File: src/common/amd_map.vh
// constants for the operand addressing-mode decoder
// Functional notes
// - seventeen operand addressing modes in seven families, most short and long
// - long variants reach the full 64 Kbyte space using more bytes
// - short direct and short indirect variants reach only page zero, 0000h to 00FFh
// - read-modify-write instructions decode only with short addressing
// - inherent instructions are one byte, no operand bytes fetched
// - immediate instructions are two bytes, literal in second byte
// - short direct address is one byte after opcode, 00 to FF
// - no-offset indexed uses index itself; Y adds one prebyte
// - relative target is next-instruction PC plus signed byte offset
// - short indexed adds unsigned byte offset to index, up to 1FE
// - short indirect reads a byte pointer from page zero
// - indirect indexed adds index to pointer fetched from memory
// - prebyte 90 swaps X index register for Y
`ifndef AMD_MAP_VH
`define AMD_MAP_VH
`define AMD_PRE_Y 8'h90
`define AMD_PRE_IX 8'h92
`define AMD_PRE_IY 8'h91
`define AMD_M_INH 5'h00
`define AMD_M_IMM 5'h01
`define AMD_M_SDIR 5'h02
`define AMD_M_LDIR 5'h03
`define AMD_M_NIDX 5'h04
`define AMD_M_SIDX 5'h05
`define AMD_M_LIDX 5'h06
`define AMD_M_SIND 5'h07
`define AMD_M_LIND 5'h08
`define AMD_M_SIIX 5'h09
`define AMD_M_LIIX 5'h0A
`define AMD_M_RELD 5'h0B
`define AMD_M_RELI 5'h0C
`define AMD_M_BITD 5'h0D
`define AMD_M_BITI 5'h0E
`define AMD_M_BTRD 5'h0F
`define AMD_M_BTRI 5'h10
`define AMD_M_ILL 5'h1F
`endif

File: src/rtl/amd_mode_table.v
// opcode to addressing-mode lookup
`timescale 1ns/1ps
`include "amd_map.vh"
module amd_mode_table (
   // opcode and prebyte kind
   input wire [7:0] opcode,
   input wire pre_ind,
   // decoded mode, rmw flag
   output reg [4:0] mode,
   output reg rmw
);
   wire [3:0] hi = opcode[7:4];
   wire [3:0] lo = opcode[3:0];
   always @* begin
      mode = `AMD_M_INH;
      rmw = 1'b0;
      case (hi)
         4'h0: begin
            mode = pre_ind ? `AMD_M_BTRI : `AMD_M_BTRD;
         end
         4'h1: begin
            mode = pre_ind ? `AMD_M_BITI : `AMD_M_BITD;
         end
         4'h2: begin
            mode = pre_ind ? `AMD_M_RELI : `AMD_M_RELD;
         end
         4'h3: begin
            // only short forms exist for rmw
            mode = pre_ind ? `AMD_M_SIND : `AMD_M_SDIR;
            rmw = 1'b1;
         end
         4'h4, 4'h5, 4'h8, 4'h9: begin
            mode = `AMD_M_INH;
         end
         4'h6: begin
            mode = pre_ind ? `AMD_M_SIIX : `AMD_M_SIDX;
            rmw = 1'b1;
         end
         4'h7: begin
            mode = `AMD_M_NIDX;
            rmw = 1'b1;
         end
         4'hA: begin
            mode = `AMD_M_IMM;
         end
         4'hB: begin
            mode = pre_ind ? `AMD_M_SIND : `AMD_M_SDIR;
         end
         4'hC: begin
            mode = pre_ind ? `AMD_M_LIND : `AMD_M_LDIR;
         end
         4'hD: begin
            mode = pre_ind ? `AMD_M_LIIX : `AMD_M_LIDX;
         end
         4'hE: begin
            mode = pre_ind ? `AMD_M_SIIX : `AMD_M_SIDX;
         end
         4'hF: begin
            mode = `AMD_M_NIDX;
         end
         default: begin
            mode = `AMD_M_ILL;
         end
      endcase
      if (hi == 4'hA && lo == 4'hD) begin
         mode = `AMD_M_RELD;
      end
   end
endmodule // amd_mode_table

File: src/rtl/amd_decoder.v
// operand addressing-mode decoder and effective address former
`timescale 1ns/1ps
`include "amd_map.vh"
module amd_decoder (
   // clock and reset
   input wire clk,
   input wire rstn,
   // fetch stream
   input wire byte_valid,
   input wire [7:0] byte_data,
   input wire [15:0] pc_next,
   output wire byte_ready,
   // index registers
   input wire [7:0] x_index,
   input wire [7:0] y_index,
   // data memory pointer read
   output reg mem_req,
   output reg [15:0] mem_addr,
   input wire mem_ack,
   input wire [7:0] mem_rdata,
   // decoded result
   output reg done,
   output reg [4:0] mode_out,
   output reg [2:0] length_out,
   output reg [15:0] ea_out,
   output reg [7:0] literal_out,
   output reg [7:0] opcode_out,
   output reg use_y,
   output reg rmw_out
);
   localparam S_OP = 3'd0;
   localparam S_B1 = 3'd1;
   localparam S_B2 = 3'd2;
   localparam S_PH = 3'd3;
   localparam S_PL = 3'd4;
   localparam S_B3 = 3'd5;
   localparam S_DONE = 3'd6;

   reg [2:0] state_reg;
   reg [2:0] len_reg;
   reg pre_y_reg, pre_ind_reg, pre_iy_reg;
   reg [7:0] op_reg, b1_reg, b2_reg, ph_reg;
   wire [4:0] tmode;
   wire trmw;

   amd_mode_table u_table (
      .opcode(byte_data),
      .pre_ind(pre_ind_reg),
      .mode(tmode),
      .rmw(trmw)
   );

   // operand bytes needed after the opcode
   function [1:0] opnd_bytes;
      input [4:0] m;
      begin
         case (m)
            `AMD_M_INH, `AMD_M_NIDX: opnd_bytes = 2'd0;
            `AMD_M_LDIR, `AMD_M_LIDX, `AMD_M_BTRD: opnd_bytes = 2'd2;
            `AMD_M_BTRI: opnd_bytes = 2'd2;
            default: opnd_bytes = 2'd1;
         endcase
      end
   endfunction

   function is_ptr;
      input [4:0] m;
      begin
         is_ptr = (m == `AMD_M_SIND) || (m == `AMD_M_LIND) ||
            (m == `AMD_M_SIIX) || (m == `AMD_M_LIIX) ||
            (m == `AMD_M_RELI) || (m == `AMD_M_BITI) || (m == `AMD_M_BTRI);
      end
   endfunction

   wire [7:0] idx = (pre_y_reg | pre_iy_reg) ? y_index : x_index;
   wire is_pre = (byte_data == `AMD_PRE_Y) || (byte_data == `AMD_PRE_IX) ||
      (byte_data == `AMD_PRE_IY);
   wire [15:0] rel_off = {{8{b1_reg[7]}}, b1_reg};
   wire [15:0] rel_ptr = {{8{mem_rdata[7]}}, mem_rdata};

   assign byte_ready = (state_reg == S_OP) || (state_reg == S_B1) ||
      (state_reg == S_B2) || (state_reg == S_B3);

   always @(posedge clk or negedge rstn) begin
      if (!rstn) begin
         state_reg <= S_OP;
         len_reg <= 3'd0;
         pre_y_reg <= 1'b0;
         pre_ind_reg <= 1'b0;
         pre_iy_reg <= 1'b0;
         op_reg <= 8'h00;
         b1_reg <= 8'h00;
         b2_reg <= 8'h00;
         ph_reg <= 8'h00;
         mem_req <= 1'b0;
         mem_addr <= 16'h0000;
         done <= 1'b0;
         mode_out <= `AMD_M_INH;
         length_out <= 3'd0;
         ea_out <= 16'h0000;
         literal_out <= 8'h00;
         opcode_out <= 8'h00;
         use_y <= 1'b0;
         rmw_out <= 1'b0;
      end else begin
         done <= 1'b0;
         case (state_reg)
            S_OP: begin
               if (byte_valid && is_pre) begin
                  pre_y_reg <= (byte_data == `AMD_PRE_Y);
                  pre_ind_reg <= (byte_data != `AMD_PRE_Y);
                  pre_iy_reg <= (byte_data == `AMD_PRE_IY);
                  len_reg <= 3'd1;
               end else if (byte_valid) begin
                  op_reg <= byte_data;
                  opcode_out <= byte_data;
                  mode_out <= tmode;
                  rmw_out <= trmw;
                  use_y <= pre_y_reg | pre_iy_reg;
                  // prebyte, opcode and operands
                  len_reg <= len_reg + 3'd1 + {1'b0, opnd_bytes(tmode)};
                  if (opnd_bytes(tmode) == 2'd0) begin
                     // ea_out and length_out wait for the DONE state and change with the
                     // done pulse; mode_out and opcode_out are set a cycle earlier
                     state_reg <= S_DONE;
                  end else begin
                     state_reg <= S_B1;
                  end
               end
            end
            S_B1: begin
               if (byte_valid) begin
                  b1_reg <= byte_data;
                  if (opnd_bytes(mode_out) == 2'd2) begin
                     state_reg <= S_B2;
                  end else if (is_ptr(mode_out)) begin
                     // first pointer address is always page zero; a long pointer's second byte is read from the next address
                     mem_addr <= {8'h00, byte_data};
                     mem_req <= 1'b1;
                     state_reg <= (mode_out == `AMD_M_LIND ||
                        mode_out == `AMD_M_LIIX) ? S_PH : S_PL;
                  end else begin
                     state_reg <= S_DONE;
                  end
               end
            end
            S_B2: begin
               if (byte_valid) begin
                  b2_reg <= byte_data;
                  if (mode_out == `AMD_M_BTRI) begin
                     mem_addr <= {8'h00, b1_reg};
                     mem_req <= 1'b1;
                     state_reg <= S_PL;
                  end else begin
                     state_reg <= S_DONE;
                  end
               end
            end
            S_PH: begin
               if (mem_ack) begin
                  ph_reg <= mem_rdata;
                  mem_addr <= mem_addr + 16'h0001;
                  state_reg <= S_PL;
               end
            end
            S_PL: begin
               if (mem_ack) begin
                  mem_req <= 1'b0;
                  length_out <= len_reg;
                  state_reg <= S_OP;
                  done <= 1'b1;
                  pre_y_reg <= 1'b0;
                  pre_ind_reg <= 1'b0;
                  pre_iy_reg <= 1'b0;
                  len_reg <= 3'd0;
                  case (mode_out)
                     `AMD_M_LIND: ea_out <= {ph_reg, mem_rdata};
                     `AMD_M_SIIX: ea_out <= {8'h00, mem_rdata} +
                        {8'h00, idx};
                     `AMD_M_LIIX: ea_out <= {ph_reg, mem_rdata} +
                        {8'h00, idx};
                     `AMD_M_RELI: ea_out <= pc_next + rel_ptr;
                     `AMD_M_BTRI: ea_out <= {8'h00, mem_rdata};
                     default: ea_out <= {8'h00, mem_rdata};
                  endcase
                  literal_out <= (mode_out == `AMD_M_BTRI) ? b2_reg :
                     8'h00;
               end
            end
            S_DONE: begin
               done <= 1'b1;
               length_out <= len_reg;
               state_reg <= S_OP;
               pre_y_reg <= 1'b0;
               pre_ind_reg <= 1'b0;
               pre_iy_reg <= 1'b0;
               len_reg <= 3'd0;
               literal_out <= b1_reg;
               case (mode_out)
                  `AMD_M_SDIR, `AMD_M_BITD: ea_out <= {8'h00, b1_reg};
                  // long full 64 Kbyte reach
                  `AMD_M_LDIR: ea_out <= {b1_reg, b2_reg};
                  `AMD_M_SIDX: ea_out <= {8'h00, b1_reg} +
                     {8'h00, idx};
                  `AMD_M_LIDX: ea_out <= {b1_reg, b2_reg} + {8'h00, idx};
                  `AMD_M_RELD: ea_out <= pc_next + rel_off;
                  `AMD_M_BTRD: begin
                     ea_out <= {8'h00, b1_reg};
                     literal_out <= b2_reg;
                  end
                  `AMD_M_NIDX: ea_out <= {8'h00, idx};
                  default: ea_out <= 16'h0000;
               endcase
            end
            default: begin
               state_reg <= S_OP;
            end
         endcase
      end
   end
endmodule // amd_decoder

File: config.mk
export PLATFORM = sky130hd
export DESIGN_NAME = amd_decoder
export DESIGN_NICKNAME = d
export VERILOG_FILES = /design/src/rtl/amd_mode_table.v /design/src/rtl/amd_decoder.v
export VERILOG_INCLUDE_DIRS = /design/src /design/src/common
export SDC_FILE = /design/constraint.sdc
export NUM_CORES = 1
export LEC_CHECK = 0
export ABC_CLOCK_PERIOD_IN_PS = 5300
export BUFFER_PORTS_ARGS = -buffer_cell sky130_fd_sc_hd__buf_2
export CORE_MARGIN = 2
export CORE_UTILIZATION = 64
export CTS_CLUSTER_SIZE = 24
export DETAILED_ROUTE_END_ITERATION = 16
export GPL_ROUTABILITY_DRIVEN = 0
export PLACE_DENSITY = 0.88
export SYNTH_ARGS = -nofsm -noshare
export SYNTH_HDL_FRONTEND = slang
export SYNTH_SLANG_ARGS = --single-unit
File: constraint.sdc
create_clock -name clk -period 5.3 [get_ports clk]
set_clock_uncertainty 0.15 [all_clocks]
set_input_delay 1.06 -clock clk [delete_from_list [all_inputs] [get_ports clk]]
set_output_delay 1.06 -clock clk [all_outputs]
set_load 0.02 [all_outputs]
; ---- After elaboration in Yosys (flattened, before gate mapping)
; Index checks and enable logic that the tools add are counted.
; Widths: inputs -> output; s select.
[totals]
wordCells = 195
latch_bits = 0
mem_bits_rw = 0
rom_bits = 0
input_bits = 52
ff_bits = 93
output_inout_bits = 61
n_memories = 0
[classes]
n_reduce_logical = 43
n_addsub = 9
shift = 0
n_lt_le_gt_ge = 0
mul = 0
mux = 65
bitwise_logic = 2
n_div = 0
eq_ne = 58
[op_table]
columns = op, n
row1 = $mux 16, 7
row2 = $pmux 16 s6, 1
row3 = $pmux 16 s4, 1
row4 = $pmux 5 s10, 1
row5 = $pmux 16 s3, 1
row6 = $eq 5x4->1 const B, 9
row7 = $mux 3, 15
row8 = $eq 4x4->1 const B, 9
row9 = $add 16x16->16, 2
row10 = $add 16x8->16, 2
row11 = $mux 8, 4
row12 = $pmux 16 s2, 1
row13 = $eq 5x3->1 const B, 6
row14 = $eq 8x8->1 const B, 3
row15 = $add 8x8->9, 2
row16 = $add 16x1->16 const B, 1
row17 = $eq 4x3->1 const B, 4
row18 = $pmux 8 s2, 1
row19 = $eq 5x2->1 const B, 3
row20 = $pmux 3 s5, 1
row21 = $mux 2, 7
row22 = $ne 2x2->1 const B, 7
row23 = $reduce_and 7->1, 2
row24 = $logic_or 1x1->1, 12
row25 = other kinds (35), 75

; ---- Depth between registers and ports, before layout
; Gate-level depths: netlist of run 1.
[depth]
depth_word = 15
ltp_mapped = 13
depth_no_buf = 13

; ---- Cells and area by module
; A second synthesis of run 1 with hierarchy kept.
[unflattened]
cells_unflattened = 919
area_unflattened_um2 = 8021.4
[modules_own_cells]
columns = module, seq_area_each_um2, cells_per_inst, area_each_um2, instances
row1 = amd_decoder, 2327.2, 885, 7793.7, 1
row2 = amd_mode_table, 0.0, 34, 227.7, 1

; ---- Least setup slack after synthesis of run 1
; Ideal clock, no wire load.
[synth_path]
path_type = in2reg
from = in x_index[1]
to = reg ea_out[9]
slack_ps = 1651
t_required_ps = 5026
t_arrival_ps = 3375
path_buffers = 0
setup_ps = 124
stages = 11
path_cell_list = mux2i_1 -> inv_1 -> ha_1 -> a211oi_1 -> nor2_1 -> o31ai_1 -> a211oi_1 -> a211oi_1 -> a31oi_1 -> a31oi_1 -> a211o_1
[synth_between]
elab_chain_cells = 5
[synth_rtl]
columns = element, line
row1 = start: declaration, amd_decoder.v:14  ; input wire [7:0] x_index,
row2 = $mux 8 *, amd_decoder.v:75  ; wire [7:0] idx = (pre_y_reg | pre_iy_reg) ? y_index : x_index;
row3 = $add 16x8->16, amd_decoder.v:180  ; `AMD_M_LIIX: ea_out <= {ph_reg, mem_rdata} +
row4 = $pmux 16 s4, amd_decoder.v:176  ; case (mode_out)
row5 = $mux 16, amd_decoder.v:167  ; if (mem_ack) begin
row6 = $pmux 16 s2 *, amd_decoder.v:107  ; case (state_reg)
row7 = end signal: assignment, amd_decoder.v:177  ; `AMD_M_LIND: ea_out <= {ph_reg, mem_rdata};
row8 = end signal: assignment, amd_decoder.v:178  ; `AMD_M_SIIX: ea_out <= {8'h00, mem_rdata} +
row9 = end signal: assignment, amd_decoder.v:180
row10 = end: declaration, amd_decoder.v:25  ; output reg [15:0] ea_out,
; Every way passes the cells marked *; elsewhere a longest branch is shown, timed or not. The select of a mux whose other input is x is not followed.
; A chain may end at the register's enable or synchronous reset.

; ---- Final worst setup path of run 1
[layout_path]
from = in x_index[1]
to = reg ea_out[11]
; The elaborated chain is that of the path after synthesis.

==> flow_metrics.env, run 1 <==
export IMPL_die_h_um=116
export IMPL_place_ws_ns=1.07
export IMPL_synth_top_area_cell="dfrtp_1"
export IMPL_end_kind="flop"
export IMPL_crit_chain="buf_2 -> mux2i_1 -> inv_1 -> ha_1 -> a211oi_1 -> nor2_1 -> o31ai_1 -> a211oi_1 -> a21oi_1 -> o21ai_0 -> a31oi_1 -> a221o_1"
export IMPL_critPathSlowestCell="a211oi_1"
export IMPL_synth_yosys_seq_area_share_pct=28.8
export IMPL_start_kind="primary input"
export IMPL_ant_nets=0
export IMPL_r2r_end="ea_out[11]$_DFFE_PN0P_"
export IMPL_clock_sinks=93
export IMPL_ctsHoldBuffers=0
export IMPL_ioPinCount=113
export IMPL_clock_latency_ns=0.35
export IMPL_post_cts_setup_buffer_count=0
export IMPL_grt_ovfl_total=0
export IMPL_start_util_pct=64.9
export IMPL_synth_top_family_by_area="compound AO/OA/AOI/OAI gates"
export IMPL_drc=0
export IMPL_design_area_um2=8990
export IMPL_max_stage_delay_ns=0.75
export IMPL_h_tree_depth=3
export IMPL_die_area_um2=13600
export IMPL_synth_xor_area_share_pct=4.76
export IMPL_cp_max_fo=7
export IMPL_synthFlopType="dfrtp_1"
export IMPL_period_minus_slack_ns=3.93
export IMPL_via_per_inst=6.81
export IMPL_tns_ns=0
export IMPL_layout_setup_ws_ns=1.37
export IMPL_grt_setup_unrepaired="false"
export IMPL_ff2ff_path_depth=13
export IMPL_clock_fmax_mhz=255
export IMPL_synthCells=958
export IMPL_cts_resized=0
export IMPL_period_share_pct=74.1
export IMPL_p_leak_nw=4.02
export IMPL_drt_pass1_iterations=11
export IMPL_finalMaxSlewViolations=0
export IMPL_synth_top_area_share_pct=28.8
export IMPL_synth_compound_area_share_pct=26.9
export IMPL_async_flop_share_pct=100
export IMPL_ctsRootBufferMaster="clkbuf_16"
export IMPL_first_iter_violations=1207
export IMPL_cp_startpoint="x_index[1]"
export IMPL_ff2ff_setup_slack_ns=1.39
export IMPL_yosysUniqueCellTypes=83
export IMPL_diodes=0
export IMPL_largestRegisters="ea_out x16, mem_addr x16"
export IMPL_portBuffers=112
export IMPL_crit_path_end="ea_out[11]$_DFFE_PN0P_"
export IMPL_worst_pin_slew_ns=1.21
export IMPL_muxShareOfSynthArea_pct=6.31
export IMPL_clk_pin_slew_worst_paths_ns=0.07
export IMPL_drive_above_1_share_pct=18.0
export IMPL_hold_viol_final=0
export IMPL_antenna_found_initial=0
export IMPL_synth_seq_cells=93
export IMPL_area_growth_syn_to_layout_pct=11.1
export IMPL_vias=8269
export IMPL_grt_max_degree=52
export IMPL_numCtsBuffers=9
export IMPL_cpMostUsedCell="a211oi_1"
export IMPL_path_class="primary input to flop"
export IMPL_core_area_um2=12500
export IMPL_rows=41
export IMPL_dpl_cell_area_um2=8680
export IMPL_grt_pass1_wl_um=37800
export IMPL_peakVddDrop_v=0.000397
export IMPL_synth_edf_count=0
export IMPL_synth_avg_cell_area_um2=8.45
export IMPL_min_path_type="flop to flop"
export IMPL_syn_nets=1072
export IMPL_reg2reg_from="pre_y_reg$_DFFE_PN0P_"
export IMPL_first_global_vias=7336
export IMPL_final_nets=1152
export IMPL_synth_warnings=0
export IMPL_drt_total_wl_um=24600
export IMPL_grt_usage_pct=36.3
export IMPL_die_w_um=116
export IMPL_cp_required_ns=5.38
export IMPL_max_cap_violations=0
export IMPL_worstPathArrival_ns=4.01
export IMPL_synthAdderAreaFrac_pct=10.1
export IMPL_clk_path_buf_depth=2
export IMPL_outcome="completed"
export IMPL_wl_per_cell_um=20.2
export IMPL_setup_viol=0
export IMPL_synth_simple_gate_area_share_pct=19.1
export IMPL_synth_area_um2=8090
export IMPL_hpwl_um=17900
export IMPL_relSlewSlack_pct=18.8
export IMPL_power_density_nw_per_um2=548
export IMPL_cts_tree="built"
export IMPL_synth_area_leaders="dfrtp_1 (29%), ha_1 (8.7%), a21oi_1 (4.7%)"
==> Yosys cell counts (4+ instances only) <==
cell,instances
a211o_1,8
fa_1,6
a21oi_1,76
o21ai_0,46
xnor2_1,21
a221oi_1,15
a21o_1,16
dfrtp_1,93
nand2b_1,18
mux2_1,9
a22oi_1,4
mux2i_1,6
o31ai_1,11
nand2_1,55
nor3b_1,6
or3_1,5
nor2b_1,8
clkbuf_1,37
nand4_1,11
nand3_1,23
a211oi_1,19
o21ai_1,49
inv_1,22
and2_1,8
nor2_1,100
ha_1,56
mux2_2,31
xor2_1,23
nand3b_1,11
o21a_1,10
a222oi_1,8
a31oi_1,17
and3_1,22
nor3_1,21
a221o_1,5
o22ai_1,14
==> cells by family after synthesis <==
family                   after synthesis
AND/OR/NAND/NOR                      307
multiplexers                          46
buffers and inverters                 73
flip-flops                            93
adder cells (fa/ha/maj)               62
XOR/XNOR                              44
AO/OA/AOI/OAI                        333
==> critical path: cells and delay by family <==
family,cells,cell delay (ns)
AO/OA/AOI/OAI,7,1.67
multiplexers,1,0.47
adder cells (fa/ha/maj),1,0.34
AND/OR/NAND/NOR,1,0.17
buffers and inverters,2,0.28
==> report_power, final <==
part           leakage (nW)  internal (mW)  switching (mW)  total [mW]
registers              1.16           1.01           0.494        1.50
logic                  2.71           1.10            1.66        2.75
clock network         0.153          0.382           0.291       0.673
total                  4.02           2.48            2.44        4.93
==> worst min path at each step <==
stage / start / end / slack, ns / cells past startpoint
2_1_floorplan: len_reg[1]$_DFFE_PN0P_ / len_reg[1]$_DFFE_PN0P_ / 0.30 / 2
3_3_place_gp: mem_addr[15]$_DFFE_PN0P_ / mem_addr[15]$_DFFE_PN0P_ / 0.30 / 1
3_5_place_dp: mem_addr[15]$_DFFE_PN0P_ / mem_addr[15]$_DFFE_PN0P_ / 0.31 / 1
4_1_cts: mem_addr[15]$_DFFE_PN0P_ / mem_addr[15]$_DFFE_PN0P_ / 0.32 / 1
5_1_grt: length_out[0]$_DFFE_PN0P_ / length_out[0]$_DFFE_PN0P_ / 0.35 / 2
6_report: mem_addr[15]$_DFFE_PN0P_ / mem_addr[15]$_DFFE_PN0P_ / 0.32 / 1
==> placed cells by master, fill, tap and decap left out, types with 23 or more instances in the layout <==
cell type / n
xor2_1: 23
ha_1: 56
nand3_1: 23
o21ai_0: 45
buf_2: 111
mux2_2: 31
o21ai_1: 49
dfrtp_1: 93
nand2_1: 55
a21oi_1: 76
nor2_1: 100
==> final cells by class <==
type | instances | area (um^2)
Sequential cell | 93 | 2330
Clock buffer | 10 | 239
Timing Repair Buffer | 117 | 601
Clock inverter | 6 | 70.1
Inverter | 25 | 93.8
Fill cell | 955 | 3470
Multi-Input combinational cell | 792 | 5450
Tap cell | 172 | 215
==> metal layers <==
metal | wire length (um) | track usage (%)
met1 | 9790 | 50.0
met2 | 10500 | 53.1
met3 | 3110 | 10.1
met4 | 1190 | 16.9
met5 | 0 | 0
==> metrics by stage <==
stage	cells	total power, mW	hold slack (ns)	util [%]
2_1_floorplan	958	3.37	0.299	-
3_3_place_gp	1199	4.06	0.304	69.7
3_5_place_dp	1199	4.16	0.312	69.7
4_1_cts	1215	4.83	0.324	72.1
5_1_grt	1215	5.23	0.355	72.1
6_report	1215	4.93	0.320	72.1
(Power assumes the default switching activity.)
==> inputs of run 2 (changes only) <==
ABC_AREA = 1   (was unset)
ABC_CLOCK_PERIOD_IN_PS = 3900   (was 5300)
CORE_UTILIZATION = 60   (was 64)
PLACE_DENSITY = 0.82   (was 0.88)
clock period = 3.9 ns   (was 5.3 ns; I/O delays follow)
==> flow_metrics.env, run 2 <==
export IMPL_yosysUniqueCellTypes=47
export IMPL_drt_pass1_iterations=8
export IMPL_antenna_found_initial=0
export IMPL_r2r_end="ea_out[14]$_DFFE_PN0P_"
export IMPL_ant_nets=0
export IMPL_numCtsBuffers=9
export IMPL_multi_input_area_um2=5940
export IMPL_portBuffers=112
export IMPL_grt_use_met3_pct=7.29
export IMPL_p_leak_nw=5.44
export IMPL_synthFlopType="dfrtp_1"
export IMPL_via_per_inst=5.97
export IMPL_max_stage_delay_ns=0.49
export IMPL_grt_pass1_wl_um=47600
export IMPL_wl_per_cell_um=17.0
export IMPL_hpwl_um=23500
export IMPL_final_cell_mix="nand2_1 (456), inv_1 (177), nand3_1 (144)"
export IMPL_outcome="completed"
export IMPL_path_class="flop to flop"
export IMPL_core_area_um2=15000
export IMPL_cts_tree="built"
export IMPL_drt_total_wl_um=30000
export IMPL_first_global_vias=9314
export IMPL_synthCells=1473
export IMPL_ff2ff_path_depth=17
export IMPL_crit_family="simple AND/OR/NAND/NOR gates"
export IMPL_synth_warnings=0
export IMPL_ff2ff_setup_slack_ns=0.52
export IMPL_vias=10542
export IMPL_clock_fmax_mhz=296
export IMPL_cp_max_fo=10
export IMPL_synth_edf_count=0
export IMPL_synth_area_leaders="dfrtp_1 (26%), nand2_1 (19%), nand3_1 (7.9%)"
export IMPL_grt_usage_pct=37.2
export IMPL_max_cap_violations=0
export IMPL_clk_path_buf_depth=2
export IMPL_busiest_layer="met2"
export IMPL_end_kind="flop"
export IMPL_period_share_pct=86.7
export IMPL_worstPathArrival_ns=3.47
export IMPL_grt_max_degree=55
export IMPL_post_cts_setup_buffer_count=0
export IMPL_reg2reg_from="pre_iy_reg$_DFFE_PN0P_"
export IMPL_area_growth_syn_to_layout_pct=11.8
export IMPL_layout_commonest_cell="nand2_1"
export IMPL_finalMaxSlewViolations=0
export IMPL_setup_viol=0
export IMPL_seq_area_um2=2330
export IMPL_critPathSlowestCell="fa_1"
export IMPL_die_h_um=127
export IMPL_grt_ovfl_total=0
export IMPL_relSlewSlack_pct=47.8
export IMPL_grtUsageMet2_pct=58.0
export IMPL_tns_ns=0
export IMPL_die_w_um=127
export IMPL_synth_yosys_seq_area_share_pct=25.6
export IMPL_async_flop_share_pct=100
export IMPL_synth_area_um2=9100
export IMPL_syn_nets=1587
export IMPL_grt_setup_unrepaired="false"
export IMPL_drc=0
export IMPL_hold_viol_final=0
export IMPL_netlist_top_cells_count="nand2_1 (456), inv_1 (177), nand3_1 (144)"
export IMPL_start_kind="flop"
export IMPL_yosysMostFrequentCell="nand2_1"
export IMPL_ioPinCount=113
export IMPL_die_area_um2=16200
export IMPL_crit_chain="nor2_2 -> nand2_1 -> o21ai_0 -> inv_1 -> fa_1 -> o21ai_0 -> nand2_1 -> nand2_1 -> nand3_1 -> nand2_1 -> nand2_1 -> nand2_1 -> nand2_1 -> nand2_1 -> nand2_1 -> nand2_1 -> nand2_1"
export IMPL_clock_sinks=93
export IMPL_peakVddDrop_v=0.000543
export IMPL_start_util_pct=60.5
export IMPL_ctsRootBufferMaster="clkbuf_16"
export IMPL_min_path_type="primary input to asynchronous set/reset pin"
export IMPL_rows=45
export IMPL_power_density_nw_per_um2=683
export IMPL_clk_pin_slew_worst_paths_ns=0.07
export IMPL_dpl_cell_area_um2=9820
export IMPL_cts_resized=0
export IMPL_first_iter_violations=1007
export IMPL_clock_latency_ns=0.35
export IMPL_worst_pin_slew_ns=0.774
export IMPL_ctsHoldBuffers=0
export IMPL_synth_avg_cell_area_um2=6.18
export IMPL_final_nets=1688
export IMPL_design_area_um2=10200
export IMPL_period_minus_slack_ns=3.38
export IMPL_worst_path_buf_inv=1
export IMPL_h_tree_depth=3
export IMPL_cp_required_ns=3.99
export IMPL_diodes=0
export IMPL_synth_top_area_share_pct=25.6
export IMPL_nFillCells=1407
export IMPL_cpMostUsedCell="nand2_1"
export IMPL_synth_seq_cells=93
export IMPL_globalRouteMet1Util_pct=49.4
export IMPL_synth_top_area_cell="dfrtp_1"
export IMPL_drive_above_1_share_pct=11.2
export IMPL_largestRegisters="ea_out x16, mem_addr x16"
## run 2: changes by cell type in the layout (fill, tap and decap cells not counted), moves of 24 or more
| cell | change |
|---|---|
| inv_1 | +155 |
| o21ai_0 | +75 |
| o21ai_1 | -47 |
| nand3_1 | +121 |
| a21oi_1 | +24 |
| mux2_2 | -29 |
| nand4_1 | +27 |
| nand2_1 | +401 |
## run 2: cell families after synthesis
family / Yosys count / share of synthesized area (%)
flops: 93 / 25.6
xor+xnor: 10 / 0.963
mux: 2 / 0.248
buf+inv: 216 / 9.17
simple gates: 822 / 39.1
fa+ha+maj: 62 / 9.02
compound gates: 268 / 15.9
## run 2: power breakdown
| part | total, mW | internal (mW) | switching (mW) |
|---|---|---|---|
| logic | 4.00 | 1.28 | 2.72 |
| registers | 1.91 | 1.36 | 0.551 |
| clock network | 1.04 | 0.631 | 0.404 |
| total | 6.95 | 3.27 | 3.68 |
## run 2: through the flow
step	total power, mW	hold slack (ns)	util [%]	instances	setup slack [ns]
after CTS	6.85	0.333	67.6	1767	0.586
final	6.95	0.334	67.6	1767	0.519
after global placement	5.72	0.309	65.4	1751	0.525
after global routing	7.50	0.351	67.6	1767	0.222
after floorplan	4.62	0.334	-	1473	0.797
after detailed placement	5.80	0.311	65.4	1751	0.484
## run 2: metal layers
layer | share of wire (%) | wire length [um]
met1 | 40 | 12000
met2 | 44 | 13100
met3 | 11 | 3200
met4 | 5.6 | 1690
met5 | 0 | 0
## run 2: worst max path at each step
stage	startpoint	to	depth (start not counted)
after floorplan	y_index[1]	ea_out[14]$_DFFE_PN0P_	16
after global placement	y_index[1]	ea_out[14]$_DFFE_PN0P_	17
after detailed placement	y_index[1]	ea_out[14]$_DFFE_PN0P_	17
after CTS	pre_iy_reg$_DFFE_PN0P_	ea_out[14]$_DFFE_PN0P_	17
after global routing	pre_iy_reg$_DFFE_PN0P_	ea_out[14]$_DFFE_PN0P_	17
final	pre_iy_reg$_DFFE_PN0P_	ea_out[14]$_DFFE_PN0P_	17
## run 2: final cells by class
| type | count | area share [%] |
|---|---|---|
| Clock buffer | 9 | 2.21 |
| Multi-Input combinational cell | 1164 | 58.4 |
| Tap cell | 188 | 2.31 |
| Inverter | 188 | 6.94 |
| Sequential cell | 93 | 22.9 |
| Clock inverter | 7 | 1.18 |
| Timing Repair Buffer | 118 | 6.10 |
